## src/hw/sbat_pkg.sv

```systemverilog
// Constants shared by the system bus address tenure logic.
package sbat_pkg;
    localparam int          ADDR_W        = 32;
    localparam int          TYPE_W        = 5;
    localparam int          SIZE_W        = 4;
    localparam int          CS_COUNT      = 8;
    localparam int          CS_SEL_W      = 3;
    localparam int          CS_SEL_LSB    = 29;
    localparam int          BEAT_W        = 5;
    localparam int          SYNC_STAGES   = 3;
    localparam int          PIN_W         = ADDR_W + TYPE_W + SIZE_W + 3;
    localparam logic [2:0]  BURST_LAST    = 3'h7;
    localparam logic [2:0]  BEAT_CNT_RST  = 3'h0;
    localparam logic [4:0]  BEAT_STEP     = 5'h04;
    localparam logic [4:0]  BEAT_ADDR_RST = 5'h00;
    localparam logic [7:0]  CS_IDLE       = 8'hff;
    localparam logic [3:0]  HIT_BASE_RST  = 4'h0;
    localparam logic [31:0] ADDR_RST      = 32'h0000_0000;
endpackage : sbat_pkg

```

## src/hw/sbat_pin_sync.sv

```systemverilog
// Three-stage synchroniser for pin inputs with a stability check on stages two and three.
`timescale 1ns/1ps
`default_nettype none
module sbat_pin_sync #(
    parameter int WIDTH = 1
) (
    input  wire logic             clock,
    input  wire logic             reset_n,
    input  wire logic [WIDTH-1:0] pin,
    output var  logic [WIDTH-1:0] stable
);
    for (genvar i = 0; i < WIDTH; i++) begin : g_bit
        logic s1;
        logic s2;
        logic s3;
        always_ff @(posedge clock or negedge reset_n) begin
            if (!reset_n) begin
                s1        <= 1'b0;
                s2        <= 1'b0;
                s3        <= 1'b0;
                stable[i] <= 1'b0;
            end else begin
                s1 <= pin[i];
                s2 <= s1;
                s3 <= s2;
                if (s2 == s3) begin
                    stable[i] <= s3;
                end
            end
        end
    end
endmodule : sbat_pin_sync
`default_nettype wire

```

## src/hw/sbat_tenure.sv

```systemverilog
// Address tenure engine of the system bus: owned tenures, external tenures, chip selects.
`timescale 1ns/1ps
`default_nettype none
// Notes on behaviour
// - External mode: drive owning master's address; decode addresses of external masters.
// - Internal mode: address lines serve only as memory address lines.
// - Master drives five transfer-type lines during tenure; slave samples them.
// - Simplified systems use only type bit one as read/write indicator.
// - Master drives four-bit size field; slave uses it to pick bytes.
// - Burst indicator marks a burst of exactly eight words; internal mode runs nine beats, the first ending the address phase.
// - Global flag driven on own tenures, set only for snooped transfers.
// - Eight chip selects, each enabling the device that an access targets.
// - Five burst-address outputs carry the low-order beat address to memory.
// - Transfer start marks the beginning of every new address tenure.
// - Slave acknowledges a recognised tenure; acknowledge ends the tenure.
module sbat_tenure (
    input  wire logic        clock,
    input  wire logic        reset_n,
    input  wire logic        ext_master_mode,
    input  wire logic        simple_rw_mode,
    input  wire logic [3:0]  hit_base,
    input  wire logic        req_valid,
    input  wire logic [31:0] req_addr,
    input  wire logic [4:0]  req_type,
    input  wire logic        req_write,
    input  wire logic [3:0]  req_size,
    input  wire logic        req_burst,
    input  wire logic        req_global,
    input  wire logic        data_beat,
    output logic             req_ready,
    output logic             req_done,
    input  wire logic [31:0] addr_in,
    output logic [31:0]      addr_out,
    output logic             addr_oe,
    input  wire logic        xfer_type_bit0_in,
    output logic             xfer_type_bit0_out,
    input  wire logic        xfer_type_bit1_rw_in,
    output logic             xfer_type_bit1_rw_out,
    input  wire logic [2:0]  xfer_type_upper_bits_in,
    output logic [2:0]       xfer_type_upper_bits_out,
    output logic             xfer_type_oe,
    input  wire logic [3:0]  xfer_size_field_in,
    output logic [3:0]       xfer_size_field_out,
    output logic             xfer_size_field_oe,
    input  wire logic        burst_indicator_in,
    output logic             burst_indicator_out,
    output logic             burst_indicator_oe,
    output logic             snoop_global_flag,
    input  wire logic        tenure_start_in,
    output logic             tenure_start_out,
    output logic             tenure_start_oe,
    input  wire logic        address_tenure_ack_in,
    output logic             address_tenure_ack_out,
    output logic             address_tenure_ack_oe,
    output logic [7:0]       chip_select_n,
    output logic             beat_address_bit27,
    output logic             beat_address_bit28,
    output logic             beat_address_bit29,
    output logic             beat_address_bit30,
    output logic             beat_address_bit31,
    output logic             ext_hit,
    output logic             ext_write,
    output logic [4:0]       ext_type,
    output logic [3:0]       ext_size,
    output logic             ext_burst,
    output logic [31:0]      ext_addr
);
    typedef enum logic [1:0] {ST_IDLE, ST_ADDR, ST_BURST, ST_EXT} sbat_state_t;

    sbat_state_t                   state;
    logic [sbat_pkg::PIN_W-1:0]    pins_sync;
    logic [31:0]                   s_addr;
    logic [4:0]                    s_type;
    logic [3:0]                    s_size;
    logic                          s_burst;
    logic                          s_ts;
    logic                          s_address_tenure_ack;
    logic                          ts_prev;
    logic                          address_tenure_ack_prev;
    logic                          ts_rise;
    logic                          address_tenure_ack_rise;
    logic                          own_burst;
    logic [2:0]                    beat_count;
    logic [4:0]                    beat_addr;
    logic                          start_own;
    logic                          start_ext;
    logic                          own_end;

    // =========================================================================
    // Pin sampling
    sbat_pin_sync #(
        .WIDTH   (sbat_pkg::PIN_W)
    ) u_sync (
        .clock   (clock),
        .reset_n (reset_n),
        .pin     ({addr_in, xfer_type_bit0_in, xfer_type_bit1_rw_in, xfer_type_upper_bits_in,
                   xfer_size_field_in, burst_indicator_in, tenure_start_in,
                   address_tenure_ack_in}),
        .stable  (pins_sync)
    );

    assign {s_addr, s_type, s_size, s_burst, s_ts, s_address_tenure_ack} = pins_sync;

    always_ff @(posedge clock or negedge reset_n) begin
        if (!reset_n) begin
            ts_prev   <= 1'b0;
            address_tenure_ack_prev <= 1'b0;
        end else begin
            ts_prev   <= s_ts;
            address_tenure_ack_prev <= s_address_tenure_ack;
        end
    end

    assign ts_rise   = s_ts && !ts_prev;
    assign address_tenure_ack_rise = s_address_tenure_ack && !address_tenure_ack_prev;

    // An external tenure takes precedence over a new request of our own.
    assign start_ext = (state == ST_IDLE) && ext_master_mode && ts_rise;
    assign start_own = (state == ST_IDLE) && req_valid && !start_ext;
    // External mode ends on acknowledge, internal mode on the memory's first beat.
    assign own_end   = (state == ST_ADDR) && (ext_master_mode ? address_tenure_ack_rise : data_beat);

    // =========================================================================
    // Tenure state machine
    always_ff @(posedge clock or negedge reset_n) begin
        if (!reset_n) begin
            state      <= ST_IDLE;
            own_burst  <= 1'b0;
            beat_count <= sbat_pkg::BEAT_CNT_RST;
            req_ready  <= 1'b0;
            req_done   <= 1'b0;
        end else begin
            req_done  <= 1'b0;
            req_ready <= (state == ST_IDLE) && !start_own && !start_ext;
            unique case (state)
                ST_IDLE: begin
                    if (start_ext) begin
                        state <= ST_EXT;
                    end else if (start_own) begin
                        state     <= ST_ADDR;
                        own_burst <= req_burst;
                    end
                end
                ST_ADDR: begin
                    if (own_end) begin
                        beat_count <= sbat_pkg::BEAT_CNT_RST;
                        if (own_burst) begin
                            state <= ST_BURST;
                        end else begin
                            state    <= ST_IDLE;
                            req_done <= 1'b1;
                        end
                    end
                end
                ST_BURST: begin
                    if (data_beat) begin
                        beat_count <= beat_count + 3'h1;
                        if (beat_count == sbat_pkg::BURST_LAST) begin
                            state    <= ST_IDLE;
                            req_done <= 1'b1;
                        end
                    end
                end
                ST_EXT: begin
                    state <= ST_IDLE;
                end
            endcase
        end
    end

    // =========================================================================
    // Address phase drive for own tenures
    always_ff @(posedge clock or negedge reset_n) begin
        if (!reset_n) begin
            addr_out                 <= sbat_pkg::ADDR_RST;
            addr_oe                  <= 1'b0;
            xfer_type_bit0_out       <= 1'b0;
            xfer_type_bit1_rw_out    <= 1'b0;
            xfer_type_upper_bits_out <= 3'h0;
            xfer_type_oe             <= 1'b0;
            xfer_size_field_out      <= 4'h0;
            xfer_size_field_oe       <= 1'b0;
            burst_indicator_out      <= 1'b0;
            burst_indicator_oe       <= 1'b0;
            snoop_global_flag        <= 1'b0;
            tenure_start_out         <= 1'b0;
            tenure_start_oe          <= 1'b0;
            chip_select_n            <= sbat_pkg::CS_IDLE;
        end else begin
            tenure_start_out <= start_own && ext_master_mode;
            if (start_own) begin
                addr_out <= req_addr;
                addr_oe  <= 1'b1;
                chip_select_n <= ~(8'h01 << req_addr[sbat_pkg::CS_SEL_LSB +: sbat_pkg::CS_SEL_W]);
                xfer_type_oe       <= ext_master_mode;
                xfer_size_field_oe <= ext_master_mode;
                burst_indicator_oe <= ext_master_mode;
                tenure_start_oe    <= ext_master_mode;
                xfer_size_field_out <= req_size;
                burst_indicator_out <= req_burst;
                snoop_global_flag   <= ext_master_mode && req_global;
                if (simple_rw_mode) begin
                    {xfer_type_bit0_out, xfer_type_upper_bits_out} <= 4'h0;
                    xfer_type_bit1_rw_out <= req_write;
                end else begin
                    {xfer_type_bit0_out, xfer_type_bit1_rw_out, xfer_type_upper_bits_out}
                        <= req_type;
                end
            end else if (own_end) begin
                xfer_type_oe       <= 1'b0;
                xfer_size_field_oe <= 1'b0;
                burst_indicator_oe <= 1'b0;
                tenure_start_oe    <= 1'b0;
                snoop_global_flag  <= 1'b0;
                if (!own_burst) begin
                    addr_oe       <= 1'b0;
                    chip_select_n <= sbat_pkg::CS_IDLE;
                end
            end else if (req_done) begin
                addr_oe       <= 1'b0;
                chip_select_n <= sbat_pkg::CS_IDLE;
            end
        end
    end

    // =========================================================================
    // Burst beat address
    always_ff @(posedge clock or negedge reset_n) begin
        if (!reset_n) begin
            beat_addr <= sbat_pkg::BEAT_ADDR_RST;
        end else if (start_own) begin
            beat_addr <= req_addr[sbat_pkg::BEAT_W-1:0];
        end else if (state == ST_BURST && data_beat && beat_count != sbat_pkg::BURST_LAST) begin
            beat_addr <= beat_addr + sbat_pkg::BEAT_STEP;
        end
    end

    assign beat_address_bit31 = beat_addr[0];
    assign beat_address_bit30 = beat_addr[1];
    assign beat_address_bit29 = beat_addr[2];
    assign beat_address_bit28 = beat_addr[3];
    assign beat_address_bit27 = beat_addr[4];

    // =========================================================================
    // Response to external tenures
    always_ff @(posedge clock or negedge reset_n) begin
        if (!reset_n) begin
            address_tenure_ack_out <= 1'b0;
            address_tenure_ack_oe  <= 1'b0;
            ext_hit                <= 1'b0;
            ext_write              <= 1'b0;
            ext_type               <= 5'h00;
            ext_size               <= 4'h0;
            ext_burst              <= 1'b0;
            ext_addr               <= sbat_pkg::ADDR_RST;
        end else begin
            ext_hit <= start_ext && (s_addr[31:28] == hit_base);
            address_tenure_ack_out <= start_ext && (s_addr[31:28] == hit_base);
            address_tenure_ack_oe  <= start_ext && (s_addr[31:28] == hit_base);
            if (start_ext) begin
                ext_addr  <= s_addr;
                ext_type  <= s_type;
                ext_write <= s_type[3];
                ext_size  <= s_size;
                ext_burst <= s_burst;
            end
        end
    end

    // =========================================================================
    // Checks
    a_start_pulse_once: assert property (@(posedge clock) disable iff (!reset_n)
        tenure_start_out |=> !tenure_start_out) else $error("start held too long");
    a_owner_address: assert property (@(posedge clock) disable iff (!reset_n)
        tenure_start_out |-> addr_oe && addr_out == $past(req_addr)) else $error("bad address");
    a_global_snoop: assert property (@(posedge clock) disable iff (!reset_n)
        tenure_start_out |-> snoop_global_flag == $past(req_global)) else $error("bad global");
    a_simple_rw_bit: assert property (@(posedge clock) disable iff (!reset_n)
        tenure_start_out && $past(simple_rw_mode) |-> xfer_type_bit1_rw_out == $past(req_write))
        else $error("bad rw bit");
    a_type_driven: assert property (@(posedge clock) disable iff (!reset_n)
        $rose(state == ST_ADDR) |-> addr_oe && xfer_type_oe == $past(ext_master_mode))
        else $error("type not driven");
    a_cs_one_hot: assert property (@(posedge clock) disable iff (!reset_n)
        chip_select_n != sbat_pkg::CS_IDLE |-> $onehot(~chip_select_n)) else $error("cs not one-hot");
    a_ack_ends_tenure: assert property (@(posedge clock) disable iff (!reset_n)
        state == ST_ADDR && ext_master_mode && address_tenure_ack_rise |=> state != ST_ADDR)
        else $error("ack ignored");
    a_burst_eight_beats: assert property (@(posedge clock) disable iff (!reset_n)
        state == ST_BURST && data_beat && beat_count == sbat_pkg::BURST_LAST
        |=> state == ST_IDLE && req_done) else $error("burst length wrong");
    a_beat_advance: assert property (@(posedge clock) disable iff (!reset_n)
        state == ST_BURST && data_beat && beat_count != sbat_pkg::BURST_LAST
        |=> beat_addr == $past(beat_addr) + sbat_pkg::BEAT_STEP) else $error("beat not advanced");
    a_ext_ack_hit: assert property (@(posedge clock) disable iff (!reset_n)
        ext_hit |-> address_tenure_ack_out && address_tenure_ack_oe ##1 !address_tenure_ack_out)
        else $error("ack shape wrong");
endmodule : sbat_tenure
`default_nettype wire

```

## config.mk

```make
export PLATFORM = sky130hd
export DESIGN_NAME = sbat_tenure
export DESIGN_NICKNAME = d
export VERILOG_FILES = /design/src/hw/sbat_pkg.sv /design/src/hw/sbat_pin_sync.sv /design/src/hw/sbat_tenure.sv
export SDC_FILE = /design/constraint.sdc
export NUM_CORES = 1
export LEC_CHECK = 0
export ABC_AREA = 0
export CORE_UTILIZATION = 62
export DETAILED_ROUTE_END_ITERATION = 8
export DONT_BUFFER_PORTS = 1
export PLACE_DENSITY = 0.81
export SLEW_MARGIN = 0
export SYNTH_ARGS = -nofsm -noshare
export SYNTH_HDL_FRONTEND = slang
export SYNTH_SLANG_ARGS = --single-unit
```

## constraint.sdc

```tcl
create_clock -name clock -period 1.75 [get_ports clock]
set_input_delay 0.0875 -clock clock [delete_from_list [all_inputs] [get_ports clock]]
set_output_delay 0.0875 -clock clock [all_outputs]
set_load 0.01 [all_outputs]
```

Word level (Yosys, flattened, before mapping)
Cells that the tools add are included.
{ "word_totals": {"ff_bits": 289, "word_cells": 320} }
{ "op_classes": {"eq_ne": 55, "shift": 1, "muxes": 32, "n_bitwise": 2, "n_addsub": 2, "reduce_logical": 27} }
{ "ops": {"columns": ["op", "n"], "rows": [
  ["equality test 1 bit", 44],
  ["2-to-1 mux 8 bit", 4],
  ["logical AND 1 bit", 14],
  ["2-to-1 mux 1 bit", 14],
  ["2-to-1 mux 2 bit", 6],
  ["2-to-1 mux 5 bit", 2],
  ["2-to-1 mux 3 bit", 3],
  ["inequality test 3 bit (second input constant)", 3],
  ["NOT 8 bit", 1],
  ["one-hot mux 2 bit (4 select lines)", 1],
  ["<< shifter 1 x 3 -> 8 bit (first input constant)", 1],
  ["inequality test 2 bit (second input constant)", 3],
  ["one-hot mux 3 bit (2 select lines)", 1],
  ["AND reduction 3 bit", 2],
  ["nonzero test 2 bit", 3],
  ["adder 5 x 3 -> 5 bit (second input constant)", 1],
  ["equality test 2 bit (second input constant)", 2],
  ["equality test 4 bit", 1],
  ["zero test 1 bit", 4],
  ["AND reduction 4 bit", 1],
  ["adder 3 x 1 -> 3 bit (second input constant)", 1],
  ["equality test 3 bit (second input constant)", 1],
  ["nonzero test 3 bit", 1],
  ["equality test 2 x 1 -> 1 bit (second input constant)", 1],
  ["4 further kinds", 4]
]} }

Depth between registers and ports, before layout
{ "logic_depth": {"depth_word": 8, "mapped_depth": 7, "mapped_depth_nobuf": 6} }

Hierarchy
From an unflattened synthesis, not the netlist that was laid out.
{ "hier_totals": {"cells_unflattened": 602, "hier_area_um2": 9385.3} }
{ "modules_own_cells": {"columns": ["mod", "area_each_um2", "n_inst", "cells_per_inst"], "rows": [
  ["sbat_pin_sync", 4899.7, 1, 220],
  ["sbat_tenure", 4485.6, 1, 382]
]} }

Least setup slack after synthesis
Ideal clock, no wire load.
{ "synth_timing": {"path_kind": "reg-to-reg", "from": "register state[0]", "to": "register ext_addr[10]", "required_ps": 1625, "path_buffers": 1, "arrival_ps": 1453, "path_slack_ps": 173, "setup_ps": 125, "period_less_slack_ps": 1577, "path_stages_with_launch": 6, "cell_sequence": "dfrtp_1 -> inv_1 -> ha_1 -> nand4b_1 -> buf_2 -> mux2_2"} }
{ "synth_between": {"elab_chain_cells": 3} }
{ "synth_lines": {"columns": ["item", "line", "text"], "rows": [
  ["start, declared", "sbat_tenure.sv:70", "sbat_state_t state;"],
  ["start signal, assigned", "sbat_tenure.sv:127", "state <= ST_IDLE;"],
  ["start signal, assigned", "sbat_tenure.sv:138", "state <= ST_EXT;"],
  ["start signal, assigned", "sbat_tenure.sv:140", "state <= ST_ADDR;"],
  ["zero test 2 bit", "sbat_tenure.sv:118", "assign start_ext = (state == ST_IDLE) && ext_master_mode && ts_rise;"],
  ["logical AND 1 bit (2 in a row)", "sbat_tenure.sv:118", null],
  ["end signal, assigned", "sbat_tenure.sv:255", "ext_addr <= sbat_pkg::ADDR_RST;"],
  ["end signal, assigned", "sbat_tenure.sv:261", "ext_addr <= s_addr;"],
  ["end, declared", "sbat_tenure.sv:66", "output logic [31:0] ext_addr"]
]} }
No other way between the ends.
A chain may end at the register's enable or synchronous reset.

Final worst setup path
{ "layout_timing": {"from": "register state[0]", "to": "register beat_count[1]"} }
{ "layout_between": {"elab_chain_cells": 4, "word_cells_on_any_way": 8, "classes_between": "eq/ne: 4; mux: 1; reduce/logical: 3"} }
{ "layout_lines": {"columns": ["item", "line", "text"], "rows": [
  ["equality test 2 x 1 -> 1 bit", "sbat_tenure.sv:121, sbat_tenure.sv:135", null],
  ["logical AND 1 bit", "sbat_tenure.sv:121", "assign own_end = (state == ST_ADDR) && (ext_master_mode ? address_tenure_ack_rise : data_beat);"],
  ["inequality test 2 bit (no source line)", null, null],
  ["AND reduction 3 bit (no source line)", null, null],
  ["end signal, assigned", "sbat_tenure.sv:129", "beat_count <= sbat_pkg::BEAT_CNT_RST;"],
  ["end signal, assigned", "sbat_tenure.sv:146", "beat_count <= sbat_pkg::BEAT_CNT_RST;"],
  ["end signal, assigned", "sbat_tenure.sv:157", "beat_count <= beat_count + 3'h1;"],
  ["end, declared", "sbat_tenure.sv:83", "logic [2:0] beat_count;"]
]} }
Several ways; a longest one is shown, not always the timed one.

==> key figures <==
Place
  – Worst setup timing slack at the placement stage: 11.1 ps
  – Count of port buffers added during placement: 0
  – Placed instance area: 9500 um2
  – Placer Congestion: 0.790
  – Sum of net half-perimeters after detailed placement: 9.99 mm

Power and ir drop
  – Static leakage: 0.00523 uW
  – Power density relative to cell area: 1580 nW/um2
  – Total power draw: between 15,000 and 20,000 uW
  – Maximum vdd ir drop: about 1200 uV

Clock network
  – CTS tree: done
  – Number of clock sinks: roughly 290
  – CTS Root Buffer Type: sky130_fd_sc_hd__clkbuf_16
  – Clk pin slew, worst setup/hold paths: 60 ps
  – Number of hold-repair buffers added at the cts stage: 95
  – Maximum level of the CTS H-tree: 1
  – Clock latency of the later-clocked register in the worst-skew pair: 510 ps
  – Maximum root-to-sink buffer count: 3
  – Total clock buffers created by CTS: 27

Timing
  – Minimum clock period: around 1700 ps
  – Total negative slack for setup checks: 0 ps
  – Final worst hold slack: -732 ps
  – Pins over their slew limit: 0
  – Final setup violation count: 0
  – Worst setup skew after layout: 8.96 ps
  – Final period utilization: between 90% and 100%
  – Final Hold Fails: 288
  – Actual transition at the worst max-transition pin: 462 ps
  – Relative slew slack: 69.2%
  – Maximum achievable frequency: ~0.59 GHz
  – Final worst slack: 46.8 ps

Routing
  – Number of vias per cell: approximately 5.6
  – Final WL: 18.5 mm
  – Wire length per cell: around 20 um
  – DRC viols: 0
  – TritonRoute pass-1 iters: 4
  – Overall via count from detail_route: 5,100
  – Number of nets still failing antenna checks after routing: 0
  – First DRT Iteration DRCs: 282

Cells and area
  – Fin area: around 11,000 um2
  – Multi-input combinational cell area: roughly 2000 um2
  – # fillers: ~760
  – Sequential cell area: 7220 um2
  – Net count of the finished layout: 820
  – Fraction of layout cells with a size suffix above 1: 15.3%
  – Layout area overhead: 23.0%

Critical path
  – Top fanout value on the critical path: 8
  – Crit path kind: reg2reg
  – Crit path launch type: register
  – Arr. time, crit path: between 2000 and 2500 ps
  – Kind of end point of the critical path: register
  – Critical path data required time: 2170 ps

Die
  – Total number of placement rows: 44
  – Vertical extent of the die: approximately 120 um
  – Placeable core region: approximately 15,000 um2
  – Die width: 125 um
  – Die Footprint: 15,500 um2
  – Initial core utilization: 63.8%
  – IO Pins: 208

Logic synthesis
  – Dominant register cell in the synthesized netlist: sky130_fd_sc_hd__dfrtp_1
  – Synth Cell Area: 9310 um2
  – Adder and majority gate portion of the synthesized area: 5.67%
  – Ys async rst share: 100%
  – Sequential share of the synthesized area: 77.5%
  – Yosys warning count: 0
  – Distinct cells, synth: 35
  – Simple-gate portion of the synthesized area: 7.07%
  – Syn avg cell area: 15.5 um2
  – Xor and xnor area share after synthesis: 0.564%
  – Post-synthesis mux area share: 5.62%
  – Register bit count reported by yosys: 288
  – Number of instances in the synthesized netlist: roughly 600
  – Share of the synthesized area in compound gates (AO/OA/AOI/OAI): 2.11%
  – Nets in the synthesized netlist: 707
  – Largest family of logic cells by synthesized area: simple AND/OR/NAND/NOR gates
  – Number of enable flip-flop cells after synthesis: 0

Flow run
  – Max cap viols: 0

Global routing
  – Remaining global-route overflow: 0
  – Pin count of the biggest net entering global routing: 289
  – First-pass GRT wire length: around 29 mm
  – Global-route usage over all layers: 24.4%
  – Number of antenna violations at the first check in global routing: 2
  – Via count of the first global-routing pass: around 5.7k

Status
  – Result of the run: finished, violations left
  – Failing checks: hold timing

Min path
  – Worst min path class: in2async
through the flow:
step / cells / utilization [%]
3_5_place_dp: 770 / 65.1
3_3_place_gp: 770 / 65.1
2_1_floorplan: 602 / -
5_1_grt: 918 / 78.5
6_report: 918 / 78.5
4_1_cts: 911 / 78.0
final cells by class:
class,instances,share of cell area [%]
flip-flops and latches,288,63.0
multi-input cells,287,17.3
repair buffers,105,9.32
clock buffers,37,6.84
well taps,184,2.01
clock inverters,9,1.27
inverters,6,0.197
diodes,2,0.0437
cell families after synthesis:
| group | count (synthesis) |
|---|---|
| multiplexers | 47 |
| adder cells (fa/ha/maj) | 51 |
| flip-flops | 288 |
| XOR/XNOR | 6 |
| AO/OA/AOI/OAI | 26 |
| buffers and inverters | 27 |
| AND/OR/NAND/NOR | 157 |
critical path, cell delays in order, from the launching register on:
cell,delay (ps)
sky130_fd_sc_hd__dfrtp_1,390
sky130_fd_sc_hd__inv_1,140
sky130_fd_sc_hd__ha_1,400
sky130_fd_sc_hd__mux2i_1,150
sky130_fd_sc_hd__a31oi_2,290
sky130_fd_sc_hd__nand3_1,130
sky130_fd_sc_hd__o21ai_0,110
state kept, by name, indices dropped and copies added (netlist names), 4 cells and up:
register,cells
ext_size,4
beat_addr,5
xfer_size_field_out,4
u_sync.g_bit.s1,44
u_sync.stable,44
addr_out,32
ext_type,5
ext_addr,32
chip_select_n,8
u_sync.g_bit.s3,44
u_sync.g_bit.s2,44
path summary, 6_finish.rpt:
check	to	slack (ps)	from	cells after the start
worst max-delay path	beat_count[1]	50	state[0]	6
worst min-delay path	u_sync.g_bit[2].s2	-730	reset_n	0
worst max register to register	beat_count[1]	50	state[0]	6
worst min register to register	u_sync.g_bit[39].s2	340	u_sync.g_bit[39].s1	0
max in group asynchronous	chip_select_n[3]	2090	reset_n	0
min in group clock	beat_count[0]	40	ext_master_mode	3
layer usage:
| metal | vias up | routed length [um] | track usage [%] | share of wire (%) |
|---|---|---|---|---|
| met1 | 2620 | 6950 | 28.9 | 38 |
| met4 | 0 | 687 | 12.3 | 3.7 |
| li1 | 2204 | - | - | - |
| met5 | - | 0 | 0 | 0 |
| met2 | 216 | 9690 | 41.3 | 52 |
| met3 | 60 | 1190 | 6.19 | 6.4 |
layout by cell type, fill, tap and decap left out, types with 6 or more instances in the layout:
cell and count:
sky130_fd_sc_hd__clkbuf_16 28, sky130_fd_sc_hd__nand3b_1 6, sky130_fd_sc_hd__clkbuf_8 7, sky130_fd_sc_hd__mux2_2 42, sky130_fd_sc_hd__dfstp_2 8, sky130_fd_sc_hd__maj3_1 44, sky130_fd_sc_hd__buf_4 6, sky130_fd_sc_hd__nand2_1 130
sky130_fd_sc_hd__o21ai_0 8, sky130_fd_sc_hd__dlygate4sd3_1 95, sky130_fd_sc_hd__dfrtp_1 280
where the power goes:
| part | total (uW) | switching (uW) | internal (uW) |
|---|---|---|---|
| combinational | 2340 | 1160 | 1180 |
| clock | 6010 | 2320 | 3690 |
| sequential | 9690 | 1610 | 8090 |
| total | 18000 | 5090 | 13000 |
cell usage after synthesis, types with 5 or more instances:
master / number / area share [%]
sky130_fd_sc_hd__nand2_1: 130 / 5.2
sky130_fd_sc_hd__ha_1: 7 / 0.94
sky130_fd_sc_hd__maj3_1: 44 / 4.7
sky130_fd_sc_hd__mux2_2: 42 / 5.1
sky130_fd_sc_hd__nand3_1: 6 / 0.32
sky130_fd_sc_hd__clkbuf_1: 6 / 0.24
sky130_fd_sc_hd__o21ai_0: 8 / 0.43
sky130_fd_sc_hd__dfrtp_1: 280 / 75
sky130_fd_sc_hd__mux2i_1: 5 / 0.54
sky130_fd_sc_hd__dfstp_2: 8 / 2.3
sky130_fd_sc_hd__nand3b_1: 6 / 0.48
sky130_fd_sc_hd__buf_4: 6 / 0.48
sky130_fd_sc_hd__inv_1: 6 / 0.24
sky130_fd_sc_hd__buf_2: 9 / 0.48
what timing repair did:
action,CTS,global route
endpoints found under the hold margin,398,288
resized for setup,1,7
setup buffers,0,3
pin swaps,0,1
gates cloned,0,2
endpoints found under the setup margin,2,53
No activity file was read; power rests on OpenSTA's default activity.
